==> src/hdl/tmr8_pkg.sv <==
// package: register map, field layout, reset values and mode codes of the 8-bit waveform timer
package tmr8_pkg;
   // register indices on the plain register port
   localparam logic [2:0] TMR8_OFS_CTRL_A = 3'h0;
   localparam logic [2:0] TMR8_OFS_CTRL_B = 3'h1;
   localparam logic [2:0] TMR8_OFS_COUNT = 3'h2;
   localparam logic [2:0] TMR8_OFS_CMP_A = 3'h3;
   localparam logic [2:0] TMR8_OFS_CMP_B = 3'h4;
   localparam logic [2:0] TMR8_OFS_FLAGS = 3'h5;
   localparam logic [2:0] TMR8_OFS_ASYNC = 3'h6;
   // timer_waveform_control_a fields
   localparam int TMR8_POS_OUT_MODE_A = 6;
   localparam int TMR8_POS_OUT_MODE_B = 4;
   localparam int TMR8_POS_WAVE_LOW = 0;
   localparam logic [7:0] TMR8_CTRL_A_RMASK = 8'hF3;
   // timer_waveform_control_b fields
   localparam int TMR8_POS_WAVE_TOP = 3;
   localparam int TMR8_POS_CLK_SEL = 0;
   localparam logic [7:0] TMR8_CTRL_B_RMASK = 8'h0F;
   // flag register bits, write one to clear, then the async select bit
   localparam int TMR8_POS_OVF = 0;
   localparam int TMR8_POS_MATCH_A = 1;
   localparam int TMR8_POS_MATCH_B = 2;
   localparam int TMR8_POS_ASYNC = 0;
   // reset values
   localparam logic [7:0] TMR8_RST_CTRL_A = 8'h00;
   localparam logic [7:0] TMR8_RST_CTRL_B = 8'h00;
   localparam logic [7:0] TMR8_RST_BYTE = 8'h00;
   // count limits
   localparam logic [7:0] TMR8_MAX = 8'hFF;
   localparam logic [7:0] TMR8_BOTTOM = 8'h00;
   // wave mode codes
   localparam logic [2:0] TMR8_WM_NORMAL = 3'h0;
   localparam logic [2:0] TMR8_WM_PC_FF = 3'h1;
   localparam logic [2:0] TMR8_WM_CTC = 3'h2;
   localparam logic [2:0] TMR8_WM_FAST_FF = 3'h3;
   localparam logic [2:0] TMR8_WM_RSV4 = 3'h4;
   localparam logic [2:0] TMR8_WM_PC_CMP = 3'h5;
   localparam logic [2:0] TMR8_WM_RSV6 = 3'h6;
   localparam logic [2:0] TMR8_WM_FAST_CMP = 3'h7;
   // prescaler: low-bit masks for divide by 8, 32, 64, 128, 256, 1024
   localparam int TMR8_PRE_W = 10;
   localparam logic [9:0] TMR8_DIV8_M = 10'h007;
   localparam logic [9:0] TMR8_DIV32_M = 10'h01F;
   localparam logic [9:0] TMR8_DIV64_M = 10'h03F;
   localparam logic [9:0] TMR8_DIV128_M = 10'h07F;
   localparam logic [9:0] TMR8_DIV256_M = 10'h0FF;
   localparam logic [9:0] TMR8_DIV1024_M = 10'h3FF;
   // count direction, one-hot
   typedef enum logic [1:0] {TMR8_UP = 2'b01, TMR8_DOWN = 2'b10} tmr8_dir_t;
endpackage

==> src/hdl/tmr8_tick_if.sv <==
// interface: clock source and select into the prescaler, timer tick back out
interface tmr8_tick_if;
   logic src_en;
   logic [2:0] clock_select;
   logic timer_tick;
   modport core (output src_en, output clock_select, input timer_tick);
   modport pre (input src_en, input clock_select, output timer_tick);
endinterface

==> src/hdl/tmr8_prescale.sv <==
// prescaler: turns the selected clock source into the one-cycle timer tick
module tmr8_prescale
   import tmr8_pkg::*;
(
   // clock and reset
   input wire logic ref_clk,
   input wire logic rst_n,
   // source and tick
   tmr8_tick_if.pre tk
);
   typedef struct packed {
      logic [TMR8_PRE_W-1:0] pre;
   } tmr8_pre_st_t;
   tmr8_pre_st_t s_q;
   tmr8_pre_st_t s_d;
   logic [TMR8_PRE_W-1:0] mask;

   ////////////////////////////////////////////////////////////////////////
   // divider select; a free-running divider means the first tick after a
   // select change may come early, as on the documented part
   always_comb begin
      s_d = s_q;
      mask = '0;
      if (tk.src_en && tk.clock_select != 3'h0) s_d.pre = s_q.pre + 10'h001;
      case (tk.clock_select)
         3'h2: mask = TMR8_DIV8_M;
         3'h3: mask = TMR8_DIV32_M;
         3'h4: mask = TMR8_DIV64_M;
         3'h5: mask = TMR8_DIV128_M;
         3'h6: mask = TMR8_DIV256_M;
         3'h7: mask = TMR8_DIV1024_M;
         default: mask = '0;
      endcase
   end
   // code 0 stops the counter, code 1 passes every source cycle
   assign tk.timer_tick = tk.src_en && tk.clock_select != 3'h0 && (s_q.pre & mask) == mask;

   always_ff @(posedge ref_clk or negedge rst_n) begin
      if (!rst_n) s_q <= '0;
      else s_q <= s_d;
   end
endmodule // tmr8_prescale

==> src/hdl/tmr8_timer.sv <==
// top: 8-bit timer/counter with two compare channels and waveform generation
//
// How it works
// - nonzero output mode connects compare output to pin; PWM value 1 only on A with top bit
// - non-PWM channel A: off, toggle, clear, set
// - non-PWM channel B: off, toggle, clear, set
// - fast PWM A: 2 clear/set-top, 3 inverse
// - PWM A mode 1 toggles only with top bit
// - phase-correct A: clear up, set down; 3 inverse
// - fast PWM B: 1 reserved, 2/3 as A
// - phase-correct B: 1 reserved, 2/3 as A
// - PWM codes 2/3, compare equal top: match ignored, top action kept
// - control A bits 3 and 2 read zero
// - wave mode joins low bits and top bit
// - modes 0 and 2: immediate update, overflow at max
// - PWM ceilings and compare update at top
// - overflow at bottom, max or top; 4,6 reserved
// - clear-on-match: flag A set, counter cleared
// - counter advances only on timer tick
// - async mode counts timer oscillator ticks
// - clock select stops, passes or prescales
// - fast PWM clears after reaching ceiling
module tmr8_timer
   import tmr8_pkg::*;
(
   // clock and reset
   input wire logic ref_clk,
   input wire logic rst_n,
   // register port
   input wire logic [2:0] reg_addr,
   input wire logic [7:0] reg_wdata,
   input wire logic reg_wr,
   input wire logic reg_rd,
   output logic [7:0] reg_rdata,
   // timer oscillator, one-cycle pulse per oscillator edge
   input wire logic osc_tick,
   // compare outputs and their pin overrides
   output logic compare_out_a,
   output logic compare_out_a_en,
   output logic compare_out_b,
   output logic compare_out_b_en
);
   typedef struct packed {
      logic [7:0] ctrl_a;
      logic wave_mode_top_bit;
      logic [2:0] clock_select;
      logic async_sel;
      logic [7:0] count_value;
      logic [7:0] compare_value_a;
      logic [7:0] compare_value_b;
      logic [7:0] cmp_buf_a;
      logic [7:0] cmp_buf_b;
      logic overflow_flag;
      logic match_flag_a;
      logic match_flag_b;
      logic out_a;
      logic out_b;
      logic match_block;
      tmr8_dir_t dir;
      logic [7:0] rdata;
   } tmr8_state_t;

   tmr8_state_t s_q;
   tmr8_state_t s_d;
   tmr8_tick_if tk ();
   logic [2:0] wave_mode;
   logic [1:0] out_mode_chan_a;
   logic [1:0] out_mode_chan_b;
   logic is_fast;
   logic is_pc;
   logic is_rsv;
   logic is_imm;
   logic [7:0] top;
   logic at_top;
   logic tick;
   logic hit_a;
   logic hit_b;
   logic wrap;
   logic peak;
   logic down;
   logic wr_count;

   ////////////////////////////////////////////////////////////////////////
   // one output channel: how a match, a wrap or the peak moves the level
   function automatic logic tmr8_chan(input logic cur, input logic [1:0] com, input logic tgl_ok,
                                      input logic fast, input logic pc, input logic dn, input logic hit,
                                      input logic wr, input logic pk, input logic ocr_top);
      logic o;
      logic hit_eff;
      o = cur;
      hit_eff = hit && !ocr_top;
      if (!fast && !pc) begin
         if (hit) begin
            case (com)
               2'h1: o = !cur;
               2'h2: o = 1'b0;
               2'h3: o = 1'b1;
               default: o = cur;
            endcase
         end
      end else if (com == 2'h1) begin
         if (tgl_ok && hit) o = !cur;
      end else if (com[1]) begin
         if (fast) begin
            if (hit_eff) o = com[0];
            if (wr) o = !com[0];
         end else begin
            if (hit_eff) o = dn ? !com[0] : com[0];
            if (pk && ocr_top) o = com[0];
         end
      end
      return o;
   endfunction

   ////////////////////////////////////////////////////////////////////////
   // mode decode; modes 4 and 6 are reserved and simply hold the counter
   assign out_mode_chan_a = s_q.ctrl_a[TMR8_POS_OUT_MODE_A +: 2];
   assign out_mode_chan_b = s_q.ctrl_a[TMR8_POS_OUT_MODE_B +: 2];
   assign wave_mode = {s_q.wave_mode_top_bit, s_q.ctrl_a[TMR8_POS_WAVE_LOW +: 2]};
   assign is_fast = wave_mode == TMR8_WM_FAST_FF || wave_mode == TMR8_WM_FAST_CMP;
   assign is_pc = wave_mode == TMR8_WM_PC_FF || wave_mode == TMR8_WM_PC_CMP;
   assign is_rsv = wave_mode == TMR8_WM_RSV4 || wave_mode == TMR8_WM_RSV6;
   assign is_imm = wave_mode == TMR8_WM_NORMAL || wave_mode == TMR8_WM_CTC;
   // ceiling: compare A in modes 2, 5 and 7, else the maximum
   assign top = (wave_mode == TMR8_WM_CTC || wave_mode == TMR8_WM_PC_CMP || wave_mode == TMR8_WM_FAST_CMP)
                ? s_q.compare_value_a : TMR8_MAX;
   assign at_top = s_q.count_value == top;
   assign down = is_pc && s_q.dir == TMR8_DOWN;
   assign wr_count = reg_wr && reg_addr == TMR8_OFS_COUNT;

   ////////////////////////////////////////////////////////////////////////
   // tick source: every I/O clock in sync mode, the oscillator pulse in async mode
   assign tk.src_en = s_q.async_sel ? osc_tick : 1'b1;
   assign tk.clock_select = s_q.clock_select;
   assign tick = tk.timer_tick && !is_rsv;

   tmr8_prescale u_pre (
      .ref_clk(ref_clk),
      .rst_n(rst_n),
      .tk(tk.pre)
   );

   // a count write masks the match of the following tick
   assign hit_a = tick && !s_q.match_block && s_q.count_value == s_q.compare_value_a;
   assign hit_b = tick && !s_q.match_block && s_q.count_value == s_q.compare_value_b;
   assign wrap = tick && is_fast && at_top;
   assign peak = tick && is_pc && !down && at_top;

   ////////////////////////////////////////////////////////////////////////
   // next state: counting, flags, waveform, then register writes and reads
   always_comb begin
      s_d = s_q;
      s_d.rdata = 8'h00;
      // overflow clear goes in before counting, so an overflow in the same cycle still sets it
      if (reg_wr && reg_addr == TMR8_OFS_FLAGS && reg_wdata[TMR8_POS_OVF]) s_d.overflow_flag = 1'b0;
      if (tick) begin
         s_d.match_block = 1'b0;
         if (is_pc) begin
            if (!down && at_top) begin
               s_d.dir = TMR8_DOWN;
               s_d.count_value = s_q.count_value - 8'h01;
            end else if (down && s_q.count_value == TMR8_BOTTOM) begin
               s_d.dir = TMR8_UP;
               s_d.count_value = s_q.count_value + 8'h01;
               s_d.overflow_flag = 1'b1;
            end else if (down) begin
               s_d.count_value = s_q.count_value - 8'h01;
            end else begin
               s_d.count_value = s_q.count_value + 8'h01;
            end
         end else begin
            s_d.dir = TMR8_UP;
            if ((is_fast || wave_mode == TMR8_WM_CTC) && at_top) s_d.count_value = TMR8_BOTTOM;
            else s_d.count_value = s_q.count_value + 8'h01;
            if (wave_mode == TMR8_WM_FAST_CMP) begin
               if (at_top) s_d.overflow_flag = 1'b1;
            end else if (s_q.count_value == TMR8_MAX) begin
               s_d.overflow_flag = 1'b1;
            end
         end
         if (hit_a) s_d.match_flag_a = 1'b1;
         if (hit_b) s_d.match_flag_b = 1'b1;
         // buffered compare values load at the ceiling in PWM modes
         if ((is_fast || is_pc) && at_top && !down) begin
            s_d.compare_value_a = s_q.cmp_buf_a;
            s_d.compare_value_b = s_q.cmp_buf_b;
         end
      end
      s_d.out_a = tmr8_chan(s_q.out_a, out_mode_chan_a, s_q.wave_mode_top_bit, is_fast, is_pc, down,
                            hit_a, wrap, peak, s_q.compare_value_a == top);
      s_d.out_b = tmr8_chan(s_q.out_b, out_mode_chan_b, 1'b0, is_fast, is_pc, down,
                            hit_b, wrap, peak, s_q.compare_value_b == top);
      // register writes; a count write overrides the tick
      if (reg_wr) begin
         case (reg_addr)
            TMR8_OFS_CTRL_A: s_d.ctrl_a = reg_wdata & TMR8_CTRL_A_RMASK;
            TMR8_OFS_CTRL_B: begin
               s_d.wave_mode_top_bit = reg_wdata[TMR8_POS_WAVE_TOP];
               s_d.clock_select = reg_wdata[TMR8_POS_CLK_SEL +: 3];
            end
            TMR8_OFS_COUNT: begin
               s_d.count_value = reg_wdata;
               s_d.match_block = 1'b1;
            end
            TMR8_OFS_CMP_A: s_d.cmp_buf_a = reg_wdata;
            TMR8_OFS_CMP_B: s_d.cmp_buf_b = reg_wdata;
            TMR8_OFS_FLAGS: begin
               // a same-cycle hardware set wins: the clear is skipped on a match hit
               if (reg_wdata[TMR8_POS_MATCH_A] && !hit_a) s_d.match_flag_a = 1'b0;
               if (reg_wdata[TMR8_POS_MATCH_B] && !hit_b) s_d.match_flag_b = 1'b0;
            end
            TMR8_OFS_ASYNC: s_d.async_sel = reg_wdata[TMR8_POS_ASYNC];
            default: s_d.rdata = 8'h00;
         endcase
      end
      // immediate modes take the written compare value at once
      if (is_imm || is_rsv) begin
         s_d.compare_value_a = s_d.cmp_buf_a;
         s_d.compare_value_b = s_d.cmp_buf_b;
      end
      // read data appear in the cycle after the strobe
      if (reg_rd) begin
         case (reg_addr)
            TMR8_OFS_CTRL_A: s_d.rdata = s_q.ctrl_a & TMR8_CTRL_A_RMASK;
            TMR8_OFS_CTRL_B: s_d.rdata = {4'h0, s_q.wave_mode_top_bit, s_q.clock_select};
            TMR8_OFS_COUNT: s_d.rdata = s_q.count_value;
            TMR8_OFS_CMP_A: s_d.rdata = s_q.cmp_buf_a;
            TMR8_OFS_CMP_B: s_d.rdata = s_q.cmp_buf_b;
            TMR8_OFS_FLAGS: s_d.rdata = {5'h00, s_q.match_flag_b, s_q.match_flag_a, s_q.overflow_flag};
            TMR8_OFS_ASYNC: s_d.rdata = {7'h00, s_q.async_sel};
            default: s_d.rdata = 8'h00;
         endcase
      end
   end

   ////////////////////////////////////////////////////////////////////////
   // state register; everything but the direction (up) resets to zero, outputs disconnected
   always_ff @(posedge ref_clk or negedge rst_n) begin
      if (!rst_n) begin
         s_q <= '0;
         s_q.ctrl_a <= TMR8_RST_CTRL_A;
         s_q.dir <= TMR8_UP;
      end else begin
         s_q <= s_d;
      end
   end

   ////////////////////////////////////////////////////////////////////////
   // pin override: any nonzero mode connects, except PWM value 1 on B, or on A without the top bit
   always_comb begin
      compare_out_a_en = out_mode_chan_a != 2'h0;
      compare_out_b_en = out_mode_chan_b != 2'h0;
      if ((is_fast || is_pc) && out_mode_chan_a == 2'h1 && !s_q.wave_mode_top_bit) compare_out_a_en = 1'b0;
      if ((is_fast || is_pc) && out_mode_chan_b == 2'h1) compare_out_b_en = 1'b0;
   end
   // the pin driver itself still needs its direction bit set elsewhere
   assign compare_out_a = s_q.out_a;
   assign compare_out_b = s_q.out_b;
   assign reg_rdata = s_q.rdata;
endmodule // tmr8_timer

==> config.mk <==
export PLATFORM = sky130hd
export DESIGN_NAME = tmr8_timer
export DESIGN_NICKNAME = d
export VERILOG_FILES = /design/src/hdl/tmr8_pkg.sv /design/src/hdl/tmr8_tick_if.sv /design/src/hdl/tmr8_prescale.sv /design/src/hdl/tmr8_timer.sv
export SDC_FILE = /design/constraint.sdc
export NUM_CORES = 1
export LEC_CHECK = 0
export BUFFER_PORTS_ARGS = -buffer_cell sky130_fd_sc_hd__buf_2
export CORE_AREA = 3 3 135 137
export DETAILED_ROUTE_END_ITERATION = 7
export DIE_AREA = 0 0 138 140
export PLACE_DENSITY = 0.4
export SYNTH_ARGS = -nofsm -noshare
export SYNTH_HDL_FRONTEND = slang
export SYNTH_HIERARCHICAL = 1
export SYNTH_SLANG_ARGS = --single-unit
==> constraint.sdc <==
create_clock -name ref_clk -period 3.55 [get_ports ref_clk]
set_clock_uncertainty 0.05 [all_clocks]
set_input_delay 0.5325 -clock ref_clk [delete_from_list [all_inputs] [get_ports ref_clk]]
set_output_delay 0.5325 -clock ref_clk [all_outputs]
set_load 0.05 [all_outputs]
## Word-level counts from Yosys, hierarchy flattened

Index checks and enable logic that the tools add are counted.

- Add/subtract/negate cells: 3
- Equal/unequal tests: 42
- Bitwise operators: 1
- Reductions and logical operators: 72
- Mux-type cells: 63

Operator list:

| kind | number |
|---|---|
| $mux W8 | 11 |
| $pmux W10 S6 | 1 |
| $pmux W8 S7 | 1 |
| $mux W16 | 3 |
| $eq A8 B8 Y1 | 5 |
| $mux W1 | 37 |
| $eq A3 B3 Y1 const B | 11 |
| $logic_and A1 B1 Y1 | 30 |
| $mux W24 | 1 |
| $eq A3 B2 Y1 const B | 6 |
| $logic_not A1 Y1 | 14 |
| $ne A4 B1 Y1 const B | 3 |
| $reduce_and A6 Y1 | 2 |
| $add A10 B1 Y10 const B | 1 |
| $and A10 B10 Y10 | 1 |
| $eq A10 B10 Y1 | 1 |
| $eq A2 B2 Y1 const B | 5 |
| $mux W2 | 5 |
| $reduce_and A2 Y1 | 5 |
| $reduce_bool A2 Y1 | 5 |
| $logic_or A1 B1 Y1 | 9 |
| $add A8 B1 Y8 const B | 1 |
| $eq A8 B8 Y1 const B | 1 |
| $logic_not A8 Y1 | 1 |
| other kinds (13) | 21 |

- Logic and storage cells: 199
- Register bits: 77

## Logic depth before layout (Yosys ltp)

- Depth in word-level cells: 15
- Gate-level depth with buffers: 12
- Mapped depth without buffers: 11

## Cells and area by module

The synthesis kept the hierarchy.

By module, submodules not included:

| module | area an instance (sq um) | cells an instance | seq. area each (sq um) | instances |
|---|---|---|---|---|
| tmr8_timer | 4525.6 | 518 | 1677.9 | 1 |
| tmr8_prescale | 550.5 | 52 | 250.2 | 1 |

## Least setup slack after synthesis

OpenSTA, ideal clock, no wires.

- Path type: input -> register
- Start point: in osc_tick
- End point: reg s_q, in the netlist compare_out_a
- Arrival time: 2687 ps
- Stages on the path: 9
- Path slack: 686 ps
- Data required time: 3372 ps
- Library setup time: 128 ps
- Buffers on the path: 0
- Cell sequence: nand2b_1 nand2_1 a311oi_1 o32a_1 nand2_1 nor4_4 a211oi_2 a2111oi_4 mux2_1

- Word-level cells in the longest chain between the ends: 13
- Elaborated cells between the ends (all ways): 25
- Those cells by class: eq/ne: 3; mux: 7; reduce/logical: 15

Ends and longest elaborated chain:

| element | line | RTL |
|---|---|---|
| start, declared | tmr8_timer.sv:36 | `input wire logic osc_tick,` |
| $mux W1 * | tmr8_timer.sv:133 | `assign tk.src_en = s_q.async_sel ? osc_tick : 1'b1;` |
| $logic_and A1 B1 Y1 * (2 in series) | tmr8_prescale.sv:36 | `assign tk.timer_tick = tk.src_en && tk.clock_select != 3'h0 && (s_q.pre & mask) == mask;` |
| via tk.timer_tick | tmr8_tick_if.sv:5 | `logic timer_tick;` |
| $logic_and A1 B1 Y1 * | tmr8_timer.sv:135 | `assign tick = tk.timer_tick && !is_rsv;` |
| $logic_and A1 B1 Y1 (3 in series) | tmr8_timer.sv:147 | `assign peak = tick && is_pc && !down && at_top;` |
| $logic_and A1 B1 Y1 | tmr8_timer.sv:109 | `if (pk && ocr_top) o = com[0];` |
| $mux W1 | tmr8_timer.sv:109 |  |
| $mux W1 | tmr8_timer.sv:104 | `if (fast) begin` |
| $mux W1 | tmr8_timer.sv:103 | `end else if (com[1]) begin` |
| $mux W1 | tmr8_timer.sv:101 | `end else if (com == 2'h1) begin` |
| $mux W1 | tmr8_timer.sv:92 | `if (!fast && !pc) begin` |
| end, declared | tmr8_timer.sv:63 | `tmr8_state_t s_q;` |

Mark *: on every way through the listed nets, which the timed path passes. The rest lies on a longest branch. The select of a mux whose other input is x is not followed.
A chain may end at the register's enable or synchronous reset.

## Worst setup path after layout

- Start point: reg s_q[61] in the netlist's numbering
- End point: reg s_q, in the netlist compare_out_a

- Word-level cells in the longest chain between the ends: 13
- Elaborated cells between the ends (all ways): 48
- Those cells by class: eq/ne: 13; mux: 9; reduce/logical: 26

Ends and longest elaborated chain:

| element |
|---|
| branches (longest 13 deep; another with $mux W8) |

Parallel ways; which one is timed is not known. The select of a mux whose other input is x is not followed.

==> results.toml <==
[floorplan]
design.portCount = 28
die_width_um = 138
rows = 48
dieArea_um2 = 19320
chipHeight_um = 140
core_region_area_um2 = 17180
initial_core_util_pct = 29.55

[setup_path]
crit_chain = "or3b_1, a21oi_1, xnor2_1, o2111ai_4, nor4_4, a211oi_2, a2111oi_4, mux2_1"
kind_of_end_point_of_the_critical_path = "register"
depth_of_the_most_critical_reg_to_reg_path = 8
cp_slowest_cell = "or3b_1"
worst_ep_arrival_time_ps = 3290
setup.worst_path.class = "register to register"
start_kind = "register"
maximum_cell_stage_delay_along_the_critical_path_ps = 650
cp_max_fo = 14
critical_path_required_ps = 3720

[cts]
cts_buffer_depth = 2
ctsResizeCount = 0
cts.root.buffer_cell = "clkbuf_16"
tritoncts.num_buffers = 9
insertion_delay_ps = 340
postCtsSetupRepairBufs = 0
clock-sinks = 77
worst_setup_hold_path_clk_slew_ps = 60
clock_tree.htree_level_count = 3
clock_tree_from_tritoncts = "built"
ctsHoldBuffers = 0

[timing]
fin_hold_ws_ps = 138.2
timing.final.crit_share_pct = 87.90
grt_setup_unrepaired = "no"
worstMarginPinSlew_ps = 902.7
report.final.setup_viol = 0
fmax_mhz = 320.5
period_needed_ps = 3121
fin_tns_setup_ps = 0
final_max_slew_violation_count = 0
hold_violations = 0
timing.slew.headroom_pct = 39.36

[placement]
placement.cell_area_um2 = 5478
place_congestion = 0.8425
buffer_ports.inserted = 27
dpl_wire_length_um = 12690

[drt]
detailedRoute.firstIterationViolations = 447
route.detailed.vias_per_inst = 5.468
via_count = 4478
drc_errors = 0
wl_um = 17710
first_pass_iters = 5
avgRoutedWirePerCell_um = 21.63
final_antenna_net_count = 0

[pwr]
switching_power_mw = 1.797
sequential_cell_fraction_of_total_power_pct = 36.7
total_leakage_power_nw = 2.374
pwr_density_cell_nw_per_um2 = 703.0
clock_power_share_pct = 21.3
power.internal_mw = 2.244
power.combinational.fraction_pct = 42.1
sw_frac_of_total_pct = 44.47
power.ir.vdd_worst_mv = 0.2733

[synthesis]
mappedNetlistArea_um2 = 5076
synthesis.instances = 570
synth_seq_cells = 77
synthesis.yosys.warnings = 6
number_of_enable_flip_flop_cells_after_synthesis = 0
mappedNetlistNets = 590
yosys_most_used_dff = "dfrtp_1"
synth.avg_cell_area_um2 = 8.905
synth_cell_types = 75
synth-async-reset-ratio_pct = 100.0
yosysSeqAreaShare_pct = 37.98

[final_layout]
diodes = 0
postLayoutCellArea_um2 = 5748
multi_input_comb_area_um2 = 2872
area_growth_syn_to_layout_pct = 13.24
fillCellCount = 1838
mostFrequentLayoutCell = "dfrtp_1"
nNetsFinal = 609
seqCellArea_um2 = 1928
drive_above_1_share_pct = 19.53
fin_util_pct = 33.46
top_library_cells_by_usage_in_the_layout_fill_and_taps_aside = "76 x dfrtp_1, 65 x nand2_1, 47 x nor2_1"

[flow_run]
max-cap-violations = 0

[hold_path]
min_path_type = "input pin to async pin"

[outcome]
outcome = "complete, no violations"

[global_route]
first_global_vias = 4449
grt_max_degree = 43
antenna_found_initial = 0
global_route_wire_length_before_repair_um = 27430
grt.overflow.total = 0
globalRouteTotalUtil_pct = 18.36
power groups by stage:
| stage | Combinational (mW) | Sequential (mW) | Clock (mW) |
|---|---|---|---|
| floorplan | 1.27 | 1.34 | 0 |
| global placement | 1.68 | 1.49 | 0 |
| detailed placement | 1.69 | 1.49 | 0 |
| CTS | 1.70 | 1.47 | 0.895 |
| global route | 1.86 | 1.52 | 0.933 |
| finish | 1.70 | 1.48 | 0.859 |
metal layers:
metal  GRT usage, %  vias up  part of all wire [%]
li1               -     2105                     -
met1          25.93     2213                    47
met2          28.88      137                    47
met3          3.039       23                   4.2
met4          5.772        0                   2.3
met5              0        -                     0
through the flow:
| step | instances | setup WS (ps) | power [mW] |
|---|---|---|---|
| final | 819 | 429.4 | 4.041 |
| after global routing | 819 | 160.5 | 4.310 |
| after CTS | 819 | 427.1 | 4.066 |
| after detailed placement | 803 | 321.4 | 3.176 |
| after global placement | 803 | 416.1 | 3.168 |
| after floorplan | 570 | 685.6 | 2.607 |
worst paths after layout:
check / to / startpoint / slack [ps]
max: compare_out_a / s_q[61] / 430
min: s_q[28] / rst_n / 140
max reg2reg: compare_out_a / s_q[61] / 430
min reg2reg: u_pre/s_q[9] / u_pre/s_q[9] / 430
max in group asynchronous: s_q[8] / rst_n / 2560
min in group ref_clk: reg_rdata[0] / reg_rd / 430
cells in the mapped netlist (all sizes together), types with 6 or more instances:
| cell | n | area [um2] |
|---|---|---|
| mux2 | 26 | 292.8 |
| nand3 | 36 | 180.2 |
| xor2 | 18 | 165.2 |
| a21oi | 28 | 143.9 |
| nor2 | 48 | 182.7 |
| and2 | 8 | 50.05 |
| buf | 17 | 103.8 |
| mux2i | 13 | 130.1 |
| a211oi | 6 | 55.05 |
| clkbuf | 27 | 101.4 |
| o31ai | 9 | 81.33 |
| xnor2 | 15 | 131.4 |
| nand4 | 8 | 50.05 |
| nor4 | 8 | 83.83 |
| nand2b | 7 | 46.30 |
| nand2 | 65 | 244.0 |
| o21ai | 20 | 100.1 |
| dfrtp | 76 | 1902 |
| inv | 17 | 63.81 |
| nor3 | 19 | 106.4 |
| a31oi | 21 | 131.4 |
registers in the layout, summed over array words and instances (netlist names):
register         cells
reg_rdata            8
compare_out_b        1
out_mode_chan_b      2
u_pre/s_q           10
out_mode_chan_a      2
s_q                 50
tk.clock_select      3
compare_out_a        1
cell type report:
class | count | area share (%)
clock buffers | 11 | 4.049
well taps | 225 | 4.898
inverters | 19 | 1.241
multi-input cells | 430 | 49.96
clock inverters | 5 | 0.6530
repair buffers | 52 | 5.660
flip-flops and latches | 77 | 33.54
critical path, delay by kind of cell, from the launching register on:
kind | cells | cell delay, ps
multiplexers | 1 | 350
XOR/XNOR | 1 | 200
flip-flops | 1 | 450
AO/OA/AOI/OAI | 4 | 1030
AND/OR/NAND/NOR | 2 | 910
logic make-up (layout without fill, tap and decap cells):
kind of cell	count (synthesis)	in the layout	share of synthesized area, %
DFF	77	77	37.98
xor gates and xnor gates	33	33	5.842
and+or+nand+nor	223	223	21.99
muxes	41	41	9.218
buffers and inverters	63	87	5.447
AOI/OAI and AO/OA	129	129	18.54
adders and majority gates	4	4	0.9860
(Power assumes the default switching activity.)
